### src/logic/mecs_defines.svh
`ifndef MECS_DEFINES_SVH
`define MECS_DEFINES_SVH
// ----------------------------------------
// Register offsets
// ----------------------------------------
`define MECS_OFS_PULSE_FIFO 8'hb1
`define MECS_OFS_SMOOTH 8'hb2
`define MECS_OFS_SLEEP_RPT 8'hb3
`define MECS_OFS_CONTROL 8'hbc
// ----------------------------------------
// Field positions
// ----------------------------------------
`define MECS_LVL_HI 7
`define MECS_LVL_LO 6
`define MECS_PULSE_HI 5
`define MECS_PULSE_LO 0
`define MECS_SM_LEN_BIT 5
`define MECS_SM_EN_BIT 4
`define MECS_SLEEP_BIT 1
`define MECS_CLR_BIT 0
// ----------------------------------------
// Reset values and level counts
// ----------------------------------------
`define MECS_RST_PULSE_FIFO 8'h00
`define MECS_RST_SMOOTH 8'h00
`define MECS_LVL0 6'h01
`define MECS_LVL1 6'h04
`define MECS_LVL2 6'h08
`define MECS_LVL3 6'h10
`endif

### src/logic/mecs_pkg.sv
package mecs_pkg;
  // One four-channel dataset, one lane per direction.
  typedef struct packed {
    logic [15:0] north;
    logic [15:0] south;
    logic [15:0] west;
    logic [15:0] east;
  } mecs_set_s;

  // Register access from the serial interface.
  typedef struct packed {
    logic wr;
    logic rd;
    logic [7:0] addr;
    logic [7:0] wdata;
  } mecs_req_s;

  typedef enum logic {
    MECS_AWAKE,
    MECS_ASLEEP
  } mecs_pwr_e;
endpackage : mecs_pkg

### src/logic/mecs_smoother.sv
`timescale 1ns/100ps
module mecs_smoother (
  input wire logic clock,
  input wire logic rst_b,
  input wire logic flush,
  input wire logic in_valid,
  input mecs_pkg::mecs_set_s in_data,
  input wire logic enable,
  input wire logic len4,
  output logic out_valid,
  output mecs_pkg::mecs_set_s out_data
);
  import mecs_pkg::*;

  mecs_set_s hist_q [0:2];

  // ----------------------------------------
  // Lane average
  // ----------------------------------------
  function automatic logic [15:0] avg(input logic [15:0] a, input logic [15:0] b, input logic [15:0] c,
                                      input logic [15:0] d, input logic four);
    logic [17:0] s;
    s = {2'b00, a} + {2'b00, b};
    if (four)
    begin
      s = s + {2'b00, c} + {2'b00, d};
      avg = s[17:2];
    end
    else
    begin
      avg = s[16:1];
    end
  endfunction : avg

  // History restarts at each mode entry; a sample taken in the entry cycle is averaged with the old history and not kept.
  always_ff @(posedge clock)
  begin
    if (!rst_b || flush)
    begin
      hist_q[0] <= '0;
      hist_q[1] <= '0;
      hist_q[2] <= '0;
    end
    else if (in_valid)
    begin
      hist_q[0] <= in_data;
      hist_q[1] <= hist_q[0];
      hist_q[2] <= hist_q[1];
    end
  end

  // Sliding window: one result per sample, never decimated.
  always_ff @(posedge clock)
  begin
    if (!rst_b)
    begin
      out_valid <= 1'b0;
      out_data <= '0;
    end
    else
    begin
      out_valid <= in_valid;
      if (in_valid && enable)
      begin
        out_data.north <= avg(in_data.north, hist_q[0].north, hist_q[1].north, hist_q[2].north, len4);
        out_data.south <= avg(in_data.south, hist_q[0].south, hist_q[1].south, hist_q[2].south, len4);
        out_data.west <= avg(in_data.west, hist_q[0].west, hist_q[1].west, hist_q[2].west, len4);
        out_data.east <= avg(in_data.east, hist_q[0].east, hist_q[1].east, hist_q[2].east, len4);
      end
      else if (in_valid)
      begin
        out_data <= in_data;
      end
    end
  end
endmodule : mecs_smoother

### src/logic/mecs_top.sv
`timescale 1ns/100ps
`include "mecs_defines.svh"
module mecs_top (
  input wire logic clock,
  input wire logic rst_b,
  input mecs_pkg::mecs_req_s reg_req,
  output logic [7:0] reg_rdata,
  output logic reg_rvalid,
  input wire logic motion_mode_flag,
  input wire logic motion_irq_allow,
  input wire logic sleep_after_irq,
  input wire logic other_irq,
  input wire logic [5:0] buffer_count,
  input wire logic sample_valid,
  input mecs_pkg::mecs_set_s sample_data,
  input wire logic dataset_start,
  input wire logic pulse_req,
  output logic pulse_fire,
  output logic push_valid,
  output mecs_pkg::mecs_set_s push_data,
  output logic motion_irq,
  output logic osc_run
);
  import mecs_pkg::*;

  logic [7:0] pulse_fifo_q;
  logic [1:0] smooth_q;
  mecs_pwr_e pwr_q;
  logic [6:0] pulse_cnt_q;
  logic mode_q;
  logic irq_q;
  logic clr_wr;
  logic take;
  logic sm_valid;
  logic sleep_evt;
  logic [5:0] need;

  // ----------------------------------------
  // Decoding
  // ----------------------------------------
  function automatic logic [5:0] level_need(input logic [1:0] code);
    case (code)
      2'd0: level_need = `MECS_LVL0;
      2'd1: level_need = `MECS_LVL1;
      2'd2: level_need = `MECS_LVL2;
      default: level_need = `MECS_LVL3;
    endcase
  endfunction : level_need

  assign need = level_need(pulse_fifo_q[`MECS_LVL_HI:`MECS_LVL_LO]);
  assign clr_wr = reg_req.wr && reg_req.addr == `MECS_OFS_CONTROL && reg_req.wdata[`MECS_CLR_BIT];
  assign sleep_evt = sleep_after_irq && (other_irq || (motion_irq_allow && buffer_count >= need && !irq_q));
  // Nothing is sampled while asleep; the oscillator is held off.
  assign take = sample_valid && motion_mode_flag && pwr_q == MECS_AWAKE;

  // ----------------------------------------
  // Registers
  // ----------------------------------------
  always_ff @(posedge clock)
  begin
    if (!rst_b)
    begin
      pulse_fifo_q <= `MECS_RST_PULSE_FIFO;
      smooth_q <= 2'(`MECS_RST_SMOOTH >> `MECS_SM_EN_BIT);
    end
    else if (reg_req.wr && reg_req.addr == `MECS_OFS_PULSE_FIFO)
    begin
      pulse_fifo_q <= reg_req.wdata;
    end
    else if (reg_req.wr && reg_req.addr == `MECS_OFS_SMOOTH)
    begin
      smooth_q <= reg_req.wdata[`MECS_SM_LEN_BIT:`MECS_SM_EN_BIT];
    end
  end

  always_ff @(posedge clock)
  begin
    if (!rst_b)
    begin
      reg_rdata <= 8'h00;
      reg_rvalid <= 1'b0;
    end
    else
    begin
      reg_rvalid <= reg_req.rd;
      if (reg_req.rd)
      begin
        case (reg_req.addr)
          `MECS_OFS_PULSE_FIFO: reg_rdata <= pulse_fifo_q;
          `MECS_OFS_SMOOTH: reg_rdata <= {2'b00, smooth_q, 4'h0};
          `MECS_OFS_SLEEP_RPT: reg_rdata <= {6'h00, pwr_q == MECS_ASLEEP, 1'b0};
          default: reg_rdata <= 8'h00;
        endcase
      end
    end
  end

  // ----------------------------------------
  // Sleep after interrupt
  // ----------------------------------------
  // A new interrupt in the clearing cycle keeps the device asleep.
  always_ff @(posedge clock)
  begin
    if (!rst_b)
    begin
      pwr_q <= MECS_AWAKE;
    end
    else
    begin
      case (pwr_q)
        MECS_AWAKE: if (sleep_evt) pwr_q <= MECS_ASLEEP;
        MECS_ASLEEP: if (clr_wr && !sleep_evt) pwr_q <= MECS_AWAKE;
        default: pwr_q <= MECS_AWAKE;
      endcase
    end
  end

  assign osc_run = pwr_q == MECS_AWAKE;

  // ----------------------------------------
  // Motion interrupt
  // ----------------------------------------
  always_ff @(posedge clock)
  begin
    if (!rst_b)
    begin
      irq_q <= 1'b0;
    end
    else
    begin
      irq_q <= motion_irq_allow && buffer_count >= need;
    end
  end

  assign motion_irq = irq_q;

  // ----------------------------------------
  // Emitter pulse limit
  // ----------------------------------------
  always_ff @(posedge clock)
  begin
    if (!rst_b || dataset_start)
    begin
      pulse_cnt_q <= 7'h00;
    end
    else if (pulse_fire)
    begin
      pulse_cnt_q <= pulse_cnt_q + 7'h01;
    end
  end

  // Requests beyond the limit are dropped, not deferred to the next dataset.
  assign pulse_fire = pulse_req && !dataset_start && osc_run
    && pulse_cnt_q <= {1'b0, pulse_fifo_q[`MECS_PULSE_HI:`MECS_PULSE_LO]};

  // ----------------------------------------
  // Dataset path
  // ----------------------------------------
  always_ff @(posedge clock)
  begin
    if (!rst_b)
    begin
      mode_q <= 1'b0;
    end
    else
    begin
      mode_q <= motion_mode_flag;
    end
  end

  mecs_smoother u_smooth (
    .clock(clock),
    .rst_b(rst_b),
    .flush(motion_mode_flag && !mode_q),
    .in_valid(take),
    .in_data(sample_data),
    .enable(smooth_q[0]),
    .len4(smooth_q[1]),
    .out_valid(sm_valid),
    .out_data(push_data)
  );

  assign push_valid = sm_valid;
endmodule : mecs_top

### config.mk
export PLATFORM = sky130hd
export DESIGN_NAME = mecs_top
export DESIGN_NICKNAME = d
export VERILOG_FILES = /design/src/logic/mecs_pkg.sv /design/src/logic/mecs_smoother.sv /design/src/logic/mecs_top.sv
export VERILOG_INCLUDE_DIRS = /design/src /design/src/logic
export SDC_FILE = /design/constraint.sdc
export NUM_CORES = 1
export LEC_CHECK = 0
export BUFFER_PORTS_ARGS = -buffer_cell sky130_fd_sc_hd__buf_4
export CORE_AREA = 5 5 186 188
export DETAILED_ROUTE_END_ITERATION = 7
export DIE_AREA = 0 0 191 193
export PLACE_DENSITY_LB_ADDON = 0.3
export RECOVER_POWER = 25
export SLEW_MARGIN = 15
export SYNTH_ARGS = -nofsm -noshare
export SYNTH_HDL_FRONTEND = slang
export SYNTH_SLANG_ARGS = --single-unit
### constraint.sdc
create_clock -name clock -period 19.2 [get_ports clock]
set_input_delay 1.92 -clock clock [delete_from_list [all_inputs] [get_ports clock]]
set_output_delay 1.92 -clock clock [all_outputs]
set_load 0.1 [all_outputs]
==> flow_summary.toml, run 1 <==
[power]
vdd_ir_drop_max_mv = 0.0629
power.share.combinational_pct = 31.2
power_internal_w = 0.00134
power_leakage_nw = 9.56
sequential_cell_fraction_of_total_power_pct = 35.4
share_of_total_power_consumed_by_net_switching_pct = 33.1
power.switching_w = 0.000663
power_density_over_the_cells_nw_per_um2 = 91.3
clockPowerShare_pct = 33.4

[logic_synthesis]
syn_inst = 2021
syn_avg_cell_area_sq_um = 9.57
synthesis.nets = 2325
synthesis.area_sq_um = 19300
ys_seq_area_share_pct = 39.5
yosysWarningCount = 0
synth.distinct_cells = 82
synth_enable_flop_cells = 192
ys_seq_elements = 286
synth_flop_cell = "sky130_fd_sc_hd__edfxtp_1"
synth_async_sr_flop_share_pct = 0

[clock_network]
number_of_buffers_inserted_for_hold_repair_after_clock_tree_synthesis = 0
clk_latency_ns = 0.51
post_cts_buffers = 0
cts_buffers = 34
cts_tree = "done"
clock-root-buffer = "sky130_fd_sc_hd__clkbuf_16"
ctsHtreeMaxLevel = 2
clk_path_buf_depth = 3
post_cts_resize_count = 0
clk_pin_slew_ns = 0.06
clock_sinks = 286

[setup_path]
crit_path_max_incr_delay_ns = 2.00
worstPathCellList = "clkbuf_1 > and3_1 > buf_4 > and2_1"
worst-path-buf-inv = 2
worstSetupPathType = "input port to flop"
worstSetupStartpointType = "input port"
setup.worst_path.end_class = "flop"
signal_arrival_time_at_the_worst_endpoint_ns = 6.69
family_with_the_most_delay_on_the_worst_path = "buffers and inverters"
critical_path_required_ns = 19.57
cpMaxStageDelayCell = "sky130_fd_sc_hd__and3_1"
worst-path-max-fanout = 112

[routing]
drt-total-wl_um = 48400
vias_per_cell = 5.75
routed_wire_length_per_instance_um = 18.3
detailedRoute.firstIterationViolations = 1122
via_count = 15200
detail_route.first_pass.iterations = 7
detail-route-antenna-nets = 0
total_drc_errors_in_the_routed_layout = 0

[floorplan]
core_region_area_sq_um = 32900
floorplan.initialDensity_pct = 58.7
die_y_um = 193
dieWidth_um = 191
design.die.area_sq_um = 36900
design.portCount = 174
core.rowCount = 67

[global_routing]
grt_first_pass_wirelength_um = 78300
grt_max_degree = 193
globalRouteOverflowTotal = 0
grt_pass1_vias = 15300
number_of_antenna_violations_at_the_first_check_in_global_routing = 0
grt_use_total_pct = 26.2

[layout]
multiInputGateArea_sq_um = 10400
final_stage_net_count = 2476
most-common-layout-cells = "sky130_fd_sc_hd__inv_1, sky130_fd_sc_hd__edfxtp_1, sky130_fd_sc_hd__and2_1"
num_antenna_cells = 0
syn_to_final_growth_pct = 13.3
mostFrequentLayoutCell = "sky130_fd_sc_hd__inv_1"
seqCellArea_sq_um = 7650
layout.cells.non_filler = 2645
fillers = 2738
drive_above_1_share_pct = 8.92

[place]
detailedPlacementHpwl_um = 33800
portBuffers = 173
routability_driven_placement_congestion_ratio = 0.911
placed_cells_incl_taps = 2584

[timing]
rsz0062_at_grt = "no"
timing.final.max_slew_violations = 166
layout_worst_path_cycle_share_pct = 32.9
worst_slew_pin_slew_ns = 3.10
hold_viol_final = 0
worst_clock_skew_ns = 0.0124
setup_total_negative_slack_ns = 0
timing.final.crit_period_ns = 6.32
fmax_mhz = 158
slew-limit-headroom_pct = -106
finalSetupViolations = 0

[run]
maxCapViolations = 3

[run_status]
failed_checks = "max-capacitance violations, max-slew violations"
outcome = "finished with violations"

[worst_hold_path]
class_of_the_worst_hold_path = "flop to flop"
-- final timing paths --
kind                                                to                    from  slack, ns  cells after the start
worst min-delay path             u_smooth.out_data[49]   u_smooth.out_data[49]       0.45                      2
worst max register to register   u_smooth.out_data[30]  u_smooth.hist_q[0][17]      14.59                     18
worst max-delay path            u_smooth.hist_q[0][49]                   rst_b      12.88                      4
worst min register to register   u_smooth.out_data[49]   u_smooth.out_data[49]       0.45                      2
-- synthesized netlist by cell type (all sizes together), types with 49 or more instances --
cell    instances  share of area, %
o21ai         100               2.6
ha            139               9.0
clkbuf         65               1.3
xor2           50               2.3
a21oi         167               4.4
and2          205               6.6
dfxtp          94               9.7
nor2           86               1.7
edfxtp        192                30
a21o           49               1.9
inv           273               5.3
nand2         114               2.2
fa             68               7.0
-- sequential cells by signal, summed over array words and instances, names as in the netlist --
signal / flops
pwr_q: 1
reg_rdata: 8
mode_q: 1
smooth_q: 2
u_smooth.out_data: 64
u_smooth.out_valid: 1
reg_rvalid: 1
pulse_cnt_q: 7
pulse_fifo_q: 8
u_smooth.hist_q: 192
motion_irq: 1
-- worst min-delay path: stages, from the launching register on --
cell	delay [ns]
sky130_fd_sc_hd__dfxtp_1	0.30
sky130_fd_sc_hd__nand2_1	0.05
sky130_fd_sc_hd__a21oi_1	0.05
-- stage by stage --
step	instance area [sq um]	hold slack, ns	worst slack [ns]	total power, W	utilization [%]
final	21900	0.451	12.88	0.00200	66.5
after global routing	21900	0.478	12.51	0.00211	66.5
after CTS	22200	0.456	13.49	0.00202	67.4
after detailed placement	21100	0.446	12.97	0.00134	63.9
after global placement	21100	0.443	13.12	0.00132	63.9
after floorplan	19300	0.436	2.86	0.00121	-
-- per-layer routing --
layer / global-route usage, % / share of wire, % / vias to the layer above / wire (um)
li1: - / - / 7285 / -
met1: 35.3 / 43 / 7373 / 20800
met2: 44.7 / 48 / 459 / 23200
met3: 4.25 / 6.7 / 87 / 3220
met4: 6.46 / 2.4 / 0 / 1180
met5: 0 / 0 / - / 0
-- cell type report --
class | count | share of cell area (%)
timing repair buffer | 184 | 5.02
clock buffer | 53 | 4.87
inverter | 273 | 4.68
multi-input combinational | 1393 | 47.5
clock inverter | 8 | 0.417
tap | 448 | 2.56
sequential | 286 | 34.9
-- cells by family after synthesis --
| group | after synthesis | synth area share, % |
|---|---|---|
| xor gates and xnor gates | 93 | 4.25 |
| buffers and inverters | 342 | 6.66 |
| AOI/OAI and AO/OA | 496 | 16.7 |
| muxes | 12 | 0.634 |
| and+or+nand+nor | 585 | 16.1 |
| adders and majority gates | 207 | 16.0 |
| DFF | 286 | 39.5 |
-- power groups by stage --
| stage | registers, W | clock network (W) | logic, W |
|---|---|---|---|
| 2_1_floorplan | 0.000783 | 0 | 0.000427 |
| 3_3_place_gp | 0.000720 | 0 | 0.000604 |
| 3_5_place_dp | 0.000721 | 0 | 0.000624 |
| 4_1_cts | 0.000708 | 0.000680 | 0.000629 |
| 5_1_grt | 0.000711 | 0.000707 | 0.000691 |
| 6_report | 0.000708 | 0.000668 | 0.000625 |
Note: power is estimated with default switching activity, not from simulation.
==> run 2, diff against run 1 <==
ABC_AREA = 1   (was default)
CORE_AREA = 5 5 201 203   (was 5 5 186 188)
DIE_AREA = 0 0 206 208   (was 0 0 191 193)
clock period = 5.17 ns   (was 19.2 ns; I/O delays follow)
==> flow_summary.toml, run 2 <==
[layout]
mostFrequentLayoutCell = "sky130_fd_sc_hd__inv_1"
most-common-layout-cells = "sky130_fd_sc_hd__inv_1, sky130_fd_sc_hd__nand2_1, sky130_fd_sc_hd__nor2_1"
multiInputGateArea_sq_um = 10800
finalInstanceArea_sq_um = 23800
largest_register_by_flop_count = "u_smooth.hist_q"
num_antenna_cells = 0
final_stage_net_count = 3304
fillers = 3550
drive_above_1_share_pct = 5.85
largestRegisters = "u_smooth.hist_q x192, u_smooth.out_data x64"
largest_reg_flops = 192
syn_to_final_growth_pct = 12.4
seqCellArea_sq_um = 7650
final_core_utilization_pct = 62.1

[logic_synthesis]
top_post_synthesis_cells_by_area = "sky130_fd_sc_hd__edfxtp_1, sky130_fd_sc_hd__inv_1, sky130_fd_sc_hd__nand2_1"
synth_fa_ha_area_share_pct = 14.7
synth.top_cell.area_share_pct = 27.3
synth.distinct_cells = 49
syn_avg_cell_area_sq_um = 7.43
yosysWarningCount = 0
netlist.top_cell.by_area = "sky130_fd_sc_hd__edfxtp_1"
synth_async_sr_flop_share_pct = 0
synthesis.area_sq_um = 21100
synth_simple_gate_area_share_pct = 23.8
synth_compound_gate_area_share_pct = 10.9
synthesis.nets = 3152
netlist_top_cells_count = "sky130_fd_sc_hd__inv_1, sky130_fd_sc_hd__nand2_1, sky130_fd_sc_hd__nor2_1"
synth_top_family_by_area = "simple AND/OR/NAND/NOR gates"
ys_seq_area_share_pct = 36.2
post_synth_mux_area_share_pct = 0
synth_enable_flop_cells = 192
syn_inst = 2848
synth_flop_cell = "sky130_fd_sc_hd__edfxtp_1"
yosys.cell_count.top_type = "sky130_fd_sc_hd__inv_1"
synth_xor_xnor_area_share_pct = 1.95
ys_seq_elements = 286

[timing]
setup_total_negative_slack_ns = 0
layout_worst_path_cycle_share_pct = 84.1
worst_slew_pin_slew_ns = 4.04
finalSetupViolations = 0
hold_viol_final = 0
fmax_mhz = 230
timing.final.max_slew_violations = 146
slew-limit-headroom_pct = -170
timing.final.crit_period_ns = 4.35
worst_clock_skew_ns = 0.0200
rsz0062_at_grt = "no"

[clock_network]
post_cts_resize_count = 0
clock_sinks = 286
clock-root-buffer = "sky130_fd_sc_hd__clkbuf_16"
clk_latency_ns = 0.55
post_cts_buffers = 0
clk_path_buf_depth = 3
number_of_buffers_inserted_for_hold_repair_after_clock_tree_synthesis = 0
clk_pin_slew_ns = 0.06
cts_tree = "done"
ctsHtreeMaxLevel = 2
cts_buffers = 34

[setup_path]
worstSetupStartpointType = "flop"
family_with_the_most_delay_on_the_worst_path = "simple AND/OR/NAND/NOR gates"
critical_path_required_ns = 5.57
crit_top_cell = "sky130_fd_sc_hd__nor2_1"
worstPathCellList = "inv_1 > nand3_4 > nor2_1 > nand2_1 > buf_4 > nor2_1"
signal_arrival_time_at_the_worst_endpoint_ns = 4.75
crit_path_max_incr_delay_ns = 1.76
worstSetupPathType = "flop to flop"
worst-path-max-fanout = 71
setup.worst_path.end_class = "flop"
worst-path-buf-inv = 2
cpMaxStageDelayCell = "sky130_fd_sc_hd__nand2_1"

[global_routing]
grt_pass1_vias = 18700
grt_first_pass_wirelength_um = 96100
globalRouteOverflowTotal = 0
grt_max_degree = 109
grt_use_total_pct = 27.5
number_of_antenna_violations_at_the_first_check_in_global_routing = 2

[run_status]
failed_checks = "max-capacitance violations, max-slew violations"
outcome = "finished with violations"

[power]
vdd_ir_drop_max_mv = 0.230
power_internal_w = 0.00501
power.switching_w = 0.00289
sequential_cell_fraction_of_total_power_pct = 33.4
power_leakage_nw = 11.8
share_of_total_power_consumed_by_net_switching_pct = 36.6
power.share.combinational_pct = 34.3
total_power_w = 0.00790
power_density_over_the_cells_nw_per_um2 = 332
clockPowerShare_pct = 32.3

[worst_hold_path]
class_of_the_worst_hold_path = "input port to flop"

[floorplan]
design.portCount = 174
floorplan.initialDensity_pct = 55.2
design.die.area_sq_um = 42800
core_region_area_sq_um = 38300
die_y_um = 208
core.rowCount = 72
dieWidth_um = 206

[place]
routability_driven_placement_congestion_ratio = 0.944
portBuffers = 173
post_dp_cell_area_sq_um = 22900
detailedPlacementHpwl_um = 44200

[routing]
total_drc_errors_in_the_routed_layout = 0
drt-total-wl_um = 59900
detailedRoute.firstIterationViolations = 1501
routed_wire_length_per_instance_um = 16.9
via_count = 19100
detail-route-antenna-nets = 0
detail_route.first_pass.iterations = 7
vias_per_cell = 5.39

[run]
maxCapViolations = 2
run 2: layout make-up:
type	instances	area share, %
inverter	624	9.85
clock inverter	13	0.679
timing repair buffer	186	4.75
tap	518	2.73
sequential	286	32.2
clock buffer	49	4.30
multi-input combinational	1868	45.5
run 2: power groups by stage:
stage / Sequential, W / Combinational [W] / Clock [W]
global placement: 0.00269 / 0.00266 / 0
global route: 0.00265 / 0.00304 / 0.00269
finish: 0.00264 / 0.00271 / 0.00255
detailed placement: 0.00269 / 0.00269 / 0
CTS: 0.00264 / 0.00272 / 0.00259
floorplan: 0.00294 / 0.00177 / 0
run 2: metrics by stage:
stage | hold slack, ns | worst slack (ns) | instances
3_5_place_dp | 0.459 | 0.930 | 3482
3_3_place_gp | 0.454 | 0.913 | 3482
4_1_cts | 0.195 | 1.10 | 3544
2_1_floorplan | 0.437 | 1.04 | 2848
5_1_grt | 0.212 | 0.485 | 3544
6_report | 0.228 | 0.823 | 3544
run 2: metal layers:
layer | vias to the layer above | GRT usage [%] | share of wire, %
met4 | 4 | 7.85 | 2.7
met1 | 8976 | 38.5 | 45
met3 | 106 | 4.48 | 6.9
met2 | 631 | 44.4 | 46
li1 | 9383 | - | -
met5 | - | 0 | 0.045
run 2: logic make-up after synthesis:
logic type | Yosys count
AND/OR/NAND/NOR | 1180
buffers and inverters | 694
AO/OA/AOI/OAI | 434
flip-flops | 286
adder cells (fa/ha/maj) | 207
XOR/XNOR | 47
run 2: worst paths after layout:
| kind | start | slack (ns) | cells after the start | to |
|---|---|---|---|---|
| max | pwr_q | 0.82 | 6 | u_smooth.hist_q[0][81] |
| min | motion_mode_flag | 0.23 | 3 | mode_q |
| max reg2reg | pwr_q | 0.82 | 6 | u_smooth.hist_q[0][81] |
| min reg2reg | u_smooth.out_data[48] | 0.47 | 2 | u_smooth.out_data[48] |
run 2: worst register-to-register path, cell delays in order (launching register included):
cell	delay, ns
sky130_fd_sc_hd__dfxtp_1	0.33
sky130_fd_sc_hd__inv_1	0.14
sky130_fd_sc_hd__nand3_4	0.12
sky130_fd_sc_hd__nor2_1	0.81
sky130_fd_sc_hd__nand2_1	1.76
sky130_fd_sc_hd__buf_4	0.84
sky130_fd_sc_hd__nor2_1	0.20
